## src/serial_port_pkg.sv

```systemverilog
// Purpose: shared constants for the serial data registers and alternative flags
// Assumes: byte-wide register port, one clock
// Notes: offsets are byte offsets inside the block
package serial_port_pkg;
    localparam logic [3:0] OFF_DATA_HIGH = 4'h6;
    localparam logic [3:0] OFF_DATA_LOW = 4'h7;
    localparam logic [3:0] OFF_CTRL = 4'h0;
    localparam logic [3:0] OFF_ALT_STATUS_ONE = 4'h1;
    localparam logic [3:0] OFF_IRQ_MASK = 4'h2;
    // data_high fields
    localparam int RX_NINTH_POS = 7;
    localparam int TX_NINTH_POS = 6;
    localparam logic [2:0] TEST_BITS_MASK = 3'h7;
    // ctrl fields
    localparam int CTRL_NINE_BIT_POS = 0;
    localparam int CTRL_POL_POS = 1;
    localparam int CTRL_BERR_EN_POS = 2;
    localparam int CTRL_BRK_EN_POS = 3;
    // alt status / mask fields
    localparam int FLAG_EDGE_POS = 0;
    localparam int FLAG_BERR_POS = 1;
    localparam int FLAG_BRK_POS = 2;
    // reset values
    localparam logic [7:0] DATA_LOW_RESET = 8'h00;
    localparam logic [7:0] DATA_HIGH_RESET = 8'h00;
    localparam logic [3:0] CTRL_RESET = 4'h0;
    localparam logic [2:0] FLAGS_RESET = 3'h0;
    localparam logic [2:0] RX_SYNC_RESET = 3'h7;
    localparam logic RX_LEVEL_RESET = 1'b1;
endpackage

```

## src/serial_data_regs.sv

```systemverilog
// Purpose: data holding registers and alternative status flags of the serial port
// Assumes: frame shifter outside delivers received characters and tx bit samples
// Notes: rx pin passes three flops; a change counts when stages two and three agree
//
// Overview of operation
// - reads of the data registers return the receive holding register anytime.
// - writes load the transmit holding register anytime; writes to rx ninth bit ignored.
// - in nine-bit format the received ninth bit reads in data_high bit 7.
// - in nine-bit format data_high bit 6 is sent as ninth bit.
// - the transmit ninth bit keeps its value until software rewrites it.
// - data_low bits 7:0 carry receive on read, transmit on write.
// - rx edge flag sets on falling edge, or rising when polarity is one.
// - writing one to the rx edge flag clears it.
// - single-wire bit error flag sets when readback differs from sent bit.
// - bit error flag clears on write one, or while detection disabled.
// - break flag sets when a break is received while break detection is enabled.
// - break flag clears on write one, or while detection disabled.
// - the interrupt request output can wake the cpu from wait.
// - an active rx edge in stop produces a wakeup output.
// - data_high bits 2:0 are test bits, writable only in special mode.
`timescale 1ns/1ps
module serial_data_regs (
    input wire logic core_clk,
    input wire logic sys_rst,
    input wire logic clk_en,
    input wire logic [3:0] addr,
    input wire logic [7:0] wdata,
    input wire logic wr_stb,
    input wire logic rd_stb,
    output logic [7:0] rdata,
    input wire logic rx_pin,
    input wire logic rx_char_valid,
    input wire logic [8:0] rx_char,
    input wire logic break_seen,
    input wire logic single_wire,
    input wire logic tx_bit_sample,
    input wire logic tx_bit_value,
    input wire logic special_mode,
    input wire logic stop_mode,
    output logic [7:0] tx_data,
    output logic tx_ninth_bit,
    output logic tx_nine_bit_fmt,
    output logic tx_load,
    output logic [2:0] test_bits,
    output logic irq,
    output logic stop_wakeup
);
    typedef struct packed {
        logic [7:0] rdata;
        logic [7:0] rx_low;
        logic rx_ninth_bit;
        logic [7:0] tx_low;
        logic tx_ninth_bit;
        logic [2:0] test_bits;
        logic [3:0] ctrl;
        logic [2:0] flags;
        logic [2:0] mask;
        logic tx_load;
        logic [2:0] rx_sync;
        logic rx_level;
        logic wake;
    } state_s;

    state_s st_reg;
    state_s st_next;

    function automatic logic hit(input logic [3:0] a, input logic [3:0] off);
        hit = (a == off);
    endfunction

    logic rx_agree;
    logic edge_fall;
    logic edge_rise;
    logic edge_active;
    logic berr_event;
    logic brk_event;
    logic [2:0] flag_set;
    logic [2:0] flag_clr;

    // stage one feeds only stage two; decisions use stages two and three
    assign rx_agree = (st_reg.rx_sync[1] == st_reg.rx_sync[2]);
    assign edge_fall = rx_agree && st_reg.rx_level && !st_reg.rx_sync[2];
    assign edge_rise = rx_agree && !st_reg.rx_level && st_reg.rx_sync[2];

    always_comb begin
        st_next = st_reg;
        st_next.tx_load = 1'b0;
        flag_set = 3'h0;
        flag_clr = 3'h0;
        edge_active = 1'b0;
        berr_event = 1'b0;
        brk_event = 1'b0;

        st_next.rx_sync = {st_reg.rx_sync[1:0], rx_pin};
        if (rx_agree) begin
            st_next.rx_level = st_reg.rx_sync[2];
        end

        edge_active = st_reg.ctrl[serial_port_pkg::CTRL_POL_POS] ? edge_rise : edge_fall;
        berr_event = single_wire && tx_bit_sample && (tx_bit_value != st_reg.rx_level)
                     && st_reg.ctrl[serial_port_pkg::CTRL_BERR_EN_POS];
        brk_event = break_seen && st_reg.ctrl[serial_port_pkg::CTRL_BRK_EN_POS];
        flag_set[serial_port_pkg::FLAG_EDGE_POS] = edge_active;
        flag_set[serial_port_pkg::FLAG_BERR_POS] = berr_event;
        flag_set[serial_port_pkg::FLAG_BRK_POS] = brk_event;

        if (rx_char_valid) begin
            st_next.rx_low = rx_char[7:0];
            st_next.rx_ninth_bit = st_reg.ctrl[serial_port_pkg::CTRL_NINE_BIT_POS] ? rx_char[8] : 1'b0;
        end

        if (wr_stb) begin
            if (hit(addr, serial_port_pkg::OFF_DATA_LOW)) begin
                st_next.tx_low = wdata;
                st_next.tx_load = 1'b1;
            end
            if (hit(addr, serial_port_pkg::OFF_DATA_HIGH)) begin
                // rx ninth bit position is read-only
                st_next.tx_ninth_bit = wdata[serial_port_pkg::TX_NINTH_POS];
                if (special_mode) begin
                    st_next.test_bits = wdata[2:0] & serial_port_pkg::TEST_BITS_MASK;
                end
            end
            if (hit(addr, serial_port_pkg::OFF_CTRL)) begin
                st_next.ctrl = wdata[3:0];
            end
            if (hit(addr, serial_port_pkg::OFF_ALT_STATUS_ONE)) begin
                flag_clr = wdata[2:0];
            end
            if (hit(addr, serial_port_pkg::OFF_IRQ_MASK)) begin
                st_next.mask = wdata[2:0];
            end
        end
        // a new event beats a software clear in the same cycle
        st_next.flags = (st_reg.flags & ~flag_clr) | flag_set;
        // a disable wins even over an event, so no flag outlives its detector
        if (!st_next.ctrl[serial_port_pkg::CTRL_BERR_EN_POS]) begin
            st_next.flags[serial_port_pkg::FLAG_BERR_POS] = 1'b0;
        end
        if (!st_next.ctrl[serial_port_pkg::CTRL_BRK_EN_POS]) begin
            st_next.flags[serial_port_pkg::FLAG_BRK_POS] = 1'b0;
        end

        st_next.wake = stop_mode && edge_active;

        st_next.rdata = 8'h00;
        if (rd_stb) begin
            case (addr)
                serial_port_pkg::OFF_DATA_LOW: st_next.rdata = st_reg.rx_low;
                serial_port_pkg::OFF_DATA_HIGH: st_next.rdata = {st_reg.rx_ninth_bit, st_reg.tx_ninth_bit,
                                                                 2'b00, 1'b0, st_reg.test_bits};
                serial_port_pkg::OFF_CTRL: st_next.rdata = {4'h0, st_reg.ctrl};
                serial_port_pkg::OFF_ALT_STATUS_ONE: st_next.rdata = {5'h00, st_reg.flags};
                serial_port_pkg::OFF_IRQ_MASK: st_next.rdata = {5'h00, st_reg.mask};
                default: st_next.rdata = 8'h00;
            endcase
        end
    end

    always_ff @(posedge core_clk) begin
        if (sys_rst) begin
            st_reg <= '0;
            // line idles high, so no false edge follows reset
            st_reg.rx_sync <= serial_port_pkg::RX_SYNC_RESET;
            st_reg.rx_level <= serial_port_pkg::RX_LEVEL_RESET;
            st_reg.rx_low <= serial_port_pkg::DATA_LOW_RESET;
            st_reg.tx_low <= serial_port_pkg::DATA_LOW_RESET;
            st_reg.ctrl <= serial_port_pkg::CTRL_RESET;
            st_reg.flags <= serial_port_pkg::FLAGS_RESET;
        end else if (clk_en) begin
            st_reg <= st_next;
        end
    end

    assign rdata = st_reg.rdata;
    assign tx_data = st_reg.tx_low;
    // ninth bit is held, so later frames repeat it until rewritten
    assign tx_ninth_bit = st_reg.tx_ninth_bit;
    assign tx_nine_bit_fmt = st_reg.ctrl[serial_port_pkg::CTRL_NINE_BIT_POS];
    assign tx_load = st_reg.tx_load;
    assign test_bits = st_reg.test_bits;
    // level irq also serves as the wait-mode wakeup
    assign irq = |(st_reg.flags & st_reg.mask);
    assign stop_wakeup = st_reg.wake;
endmodule

```

## config.mk

```make
export PLATFORM = sky130hd
export DESIGN_NAME = serial_data_regs
export DESIGN_NICKNAME = d
export VERILOG_FILES = /design/src/serial_port_pkg.sv /design/src/serial_data_regs.sv
export SDC_FILE = /design/constraint.sdc
export NUM_CORES = 1
export LEC_CHECK = 0
export ABC_CLOCK_PERIOD_IN_PS = 1300
export BUFFER_PORTS_ARGS = -buffer_cell sky130_fd_sc_hd__buf_2
export CAP_MARGIN = 0
export CORE_MARGIN = 2
export CORE_UTILIZATION = 50
export CTS_BUF_LIST = sky130_fd_sc_hd__clkbuf_16
export CTS_CLUSTER_SIZE = 10
export DETAILED_ROUTE_END_ITERATION = 7
export PLACE_DENSITY = 0.86
export SYNTH_ARGS = -nofsm -noshare
export SYNTH_HDL_FRONTEND = slang
export SYNTH_SLANG_ARGS = --single-unit
```

## constraint.sdc

```tcl
create_clock -name core_clk -period 1.3 [get_ports core_clk]
set_input_delay 0.13 -clock core_clk [delete_from_list [all_inputs] [get_ports core_clk]]
set_output_delay 0.13 -clock core_clk [all_outputs]
set_load 0.05 [all_outputs]
```

==> metrics.md <==
| Metric | Value |
|---|---|
| Most frequently used flop master after synthesis | `dfxtp_1` |
| Flop pwr share | `48.1%` |
| Vias per cell | `5.80` |
| Slew Limit Fails | `0` |
| Comb power frac | `about a tenth` |
| Slew HR | `73.8%` |
| VDD IR-drop max | `0.775 mV` |
| GRT Overall Usage | `approximately 22%` |
| Remaining DRCs | `0` |
| Io pins | `58` |
| Clk pin slew, worst setup/hold paths | `around 0.060 ns` |
| Fin. Hold Viols | `0` |
| Die W | `71.2 um` |
| Setup CP Type | `reg -> out` |
| Ys async rst share | `0%` |
| Violated checks | `negative setup slack` |
| Max Cap Violations | `0` |
| FF+latch count, synth | `45` |
| Sw frac | `24.4%` |
| CTS tree | `built` |
| Share of layout cells above drive strength 1 | `29.4%` |
| Wl on met1 | `2.41 mm` |
| Status | `finished, violations left` |
| Power, Total | `2.95 mW` |
| Total grt overflow | `0` |
| Area after DPL | `about 0.0025 sq mm` |
| Critical Path AT | `1.19 ns` |
| Worst skew pair latency | `roughly 0.29 ns` |
| Setup crit end kind | `output port` |
| Hpwl dp | `3.96 mm` |
| Clock root cell | `clkbuf_16` |
| Clock Path Buffers | `2` |
| Initial antenna violation count | `0` |
| Gp weighted congestion | `0.843` |
| First-pass GRT wire length | `8.72 mm` |
| Worst EP required | `about 1.2 ns` |
| Syn nets | `296` |
| Cells taking the most area after synthesis | `dfxtp_1, a21oi_1, buf_4` |
| RSZ-0062 raised after global routing | `true` |
| Finished Cell Area | `between 0.002 and 0.003 sq mm` |
| WL met3 | `372 um` |
| CORE AREA | `0.00435 sq mm` |
| Largest net degree at the start of global routing | `39` |
| Vias post-DR | `2092` |
| Sequential fraction of the synthesis area | `39.8%` |
| CP top delay family | `compound AO/OA/AOI/OAI gates` |
| HP Class | `in -> reg` |
| Synth Cell Area | `0.00226 sq mm` |
| Minimum clock period | `1.32 ns` |
| Syn avg cell area | `8.63 sq um` |
| Layout Skew | `0.00710 ns` |
| Max FO, Critical Path | `2` |
| PnR worst setup slack | `-0.0231 ns` |
| Port buffer count | `57` |
| Final number of setup-violating endpoints | `1` |
| Worst setup path startpoint | `st_reg[9]` |
| Pwr per Cell Area | `about 1100 mW/mm^2` |
| Hold Startpoint | `rx_pin` |
| Die area | `0.00508 sq mm` |
| DR WL met2 | `roughly 2.7 mm` |
| Final Util | `61.8%` |
| Syn Inst Count | `262` |
| Starting density of the core | `approximately half` |
| CTS Hold Buffers Added | `0` |
| Mean routed wirelength per cell | `roughly 15 um` |
| Largest area contributor in the netlist | `dfxtp_1` |
| H-tree depth | `2` |
| Top Layer Used | `met4` |
| Synth top area share | `~40%` |
| P_leak | `~1.1 nW` |
| Worst-margin pin slew | `0.390 ns` |
| Number of enable flip-flop cells after synthesis | `0` |
| Cts bufs inserted | `5` |
| CTS sink cnt | `45` |
| Synth cell types | `48` |
| 1st-pass router iterations | `5` |
| Fin crit share | `102%` |
| DRT antenna net count | `0` |
| Fmax achieved | `0.756 GHz` |
| Vias in the first global route | `about 1900` |
| Worst setup SP type | `flop` |
| Die height | `71.2 um` |
| Aggregate routed wire length | `about 5.5 mm` |
| Final net count | `342` |
| CP Cell Sequence | `a222oi_1, inv_1, buf_6` |
| Row Count | `24` |
| Number of diodes | `0` |
| Internal | `2.23 mW` |
| Worst path max stage delay | `0.33 ns` |
| Worst Path Buf+Inv | `2` |
| Synth-to-layout area growth | `19.0%` |
| Max reg flops | `20` |
| Initial DRC count | `175` |
| Clk network pwr share | `around two fifths` |
| Worst path slowest cell | `a222oi_1` |
| Sw Pwr | `just over 700 uW` |
| Warnings from Yosys | `0` |
| Worst reg2reg path startpoint | `st_reg[1]` |
[final cells by class]
| type | instances | area [sq um] |
|---|---|---|
| Timing Repair Buffer | 75 | 439 |
| Sequential cell | 45 | 905 |
| Clock inverter | 3 | 18.8 |
| Inverter | 6 | 22.5 |
| Multi-Input combinational cell | 175 | 1110 |
| Fill cell | 387 | 1660 |
| Tap cell | 52 | 65.1 |
| Clock buffer | 5 | 125 |
[placed cells by master, fill, tap and decap left out, types with 2 or more instances in the layout]
cell type | Yosys | routed
a211o_1 | 3 | 3
nand4_1 | 6 | 6
dfxtp_1 | 45 | 42
mux2i_1 | 11 | 11
inv_1 | 6 | 7
nand2_1 | 18 | 18
a22o_1 | 3 | 3
nor2b_1 | 4 | 4
and4b_1 | 2 | 2
clkinvlp_4 | 0 | 2
o211ai_1 | 2 | 2
a21oi_1 | 31 | 31
a2bb2oi_1 | 3 | 3
nand2b_1 | 12 | 12
nand3_1 | 23 | 23
nor3_1 | 2 | 2
buf_4 | 19 | 17
o21ai_1 | 19 | 19
a31oi_1 | 2 | 2
dfxtp_2 | 0 | 3
or3_1 | 3 | 3
and3_1 | 2 | 2
o22ai_1 | 3 | 3
buf_2 | 7 | 56
clkbuf_16 | 0 | 5
nor2_1 | 4 | 4
[power groups by stage]
| stage | sequential [mW] | clock (mW) | combinational (mW) |
|---|---|---|---|
| floorplan | 1.45 | 0 | 0.171 |
| global placement | 1.45 | 0 | 0.299 |
| detailed placement | 1.45 | 0 | 0.303 |
| CTS | 1.42 | 1.24 | 0.305 |
| global route | 1.42 | 1.31 | 0.331 |
| finish | 1.42 | 1.22 | 0.308 |
[through the flow]
| step | instances | setup TNS, ns | hold WS, ns | setup slack (ns) |
|---|---|---|---|---|
| after global placement | 351 | 0 | 0.336 | 0.0286 |
| after CTS | 361 | -0.0118 | 0.0467 | -0.0118 |
| after floorplan | 262 | 0 | 0.252 | 0.109 |
| final | 361 | -0.0231 | 0.0488 | -0.0231 |
| after detailed placement | 351 | -0.00303 | 0.340 | -0.00303 |
| after global routing | 361 | -0.0554 | 0.0528 | -0.0554 |
[Yosys cell counts, types with 2 or more instances]
| cell type | count |
|---|---|
| o211ai_1 | 2 |
| clkbuf_1 | 8 |
| or3_1 | 3 |
| nand2b_1 | 12 |
| mux2i_1 | 11 |
| a2bb2oi_1 | 3 |
| dfxtp_1 | 45 |
| buf_2 | 7 |
| a211o_1 | 3 |
| o21ai_1 | 19 |
| nand4_1 | 6 |
| a21oi_1 | 31 |
| nor3_1 | 2 |
| nor2b_1 | 4 |
| and3_1 | 2 |
| nor2_1 | 4 |
| o22ai_1 | 3 |
| nand3_1 | 23 |
| a22o_1 | 3 |
| buf_4 | 19 |
| a31oi_1 | 2 |
| inv_1 | 6 |
| nand2_1 | 18 |
| and4b_1 | 2 |
[worst paths after layout]
check / end / cells after the start / slack [ns]
worst max register to register: stop_wakeup / 3 / 0.17
worst min register to register: rdata[6] / 2 / 0.44
worst min-delay path: st_next[3] / 2 / 0.05
worst max-delay path: irq / 3 / -0.02
[logic make-up after synthesis]
logic type	synth area share, %
compound gates	20.4
xor+xnor	0.387
mux	4.87
flops	39.8
simple gates	23.7
buf+inv	10.8
[worst register-to-register path, stage by stage, from the launching register on]
cell,delay [ns]
dfxtp_1,0.41
nor4b_1,0.35
o211ai_1,0.16
a21oi_1,0.15
[routing by layer]
layer,global-route usage [%],up-vias
met1,27.7,963
met4,7.76,0
met5,0,-
met3,4.50,6
li1,-,1030
met2,36.2,93
[timing repair]
item / CTS / global route
setup buffers: 2 / 0
resized for setup: 5 / 0
endpoints found under the setup margin: 1 / 1
pin swaps: 1 / 1
Note: power is estimated with default switching activity, not from simulation.
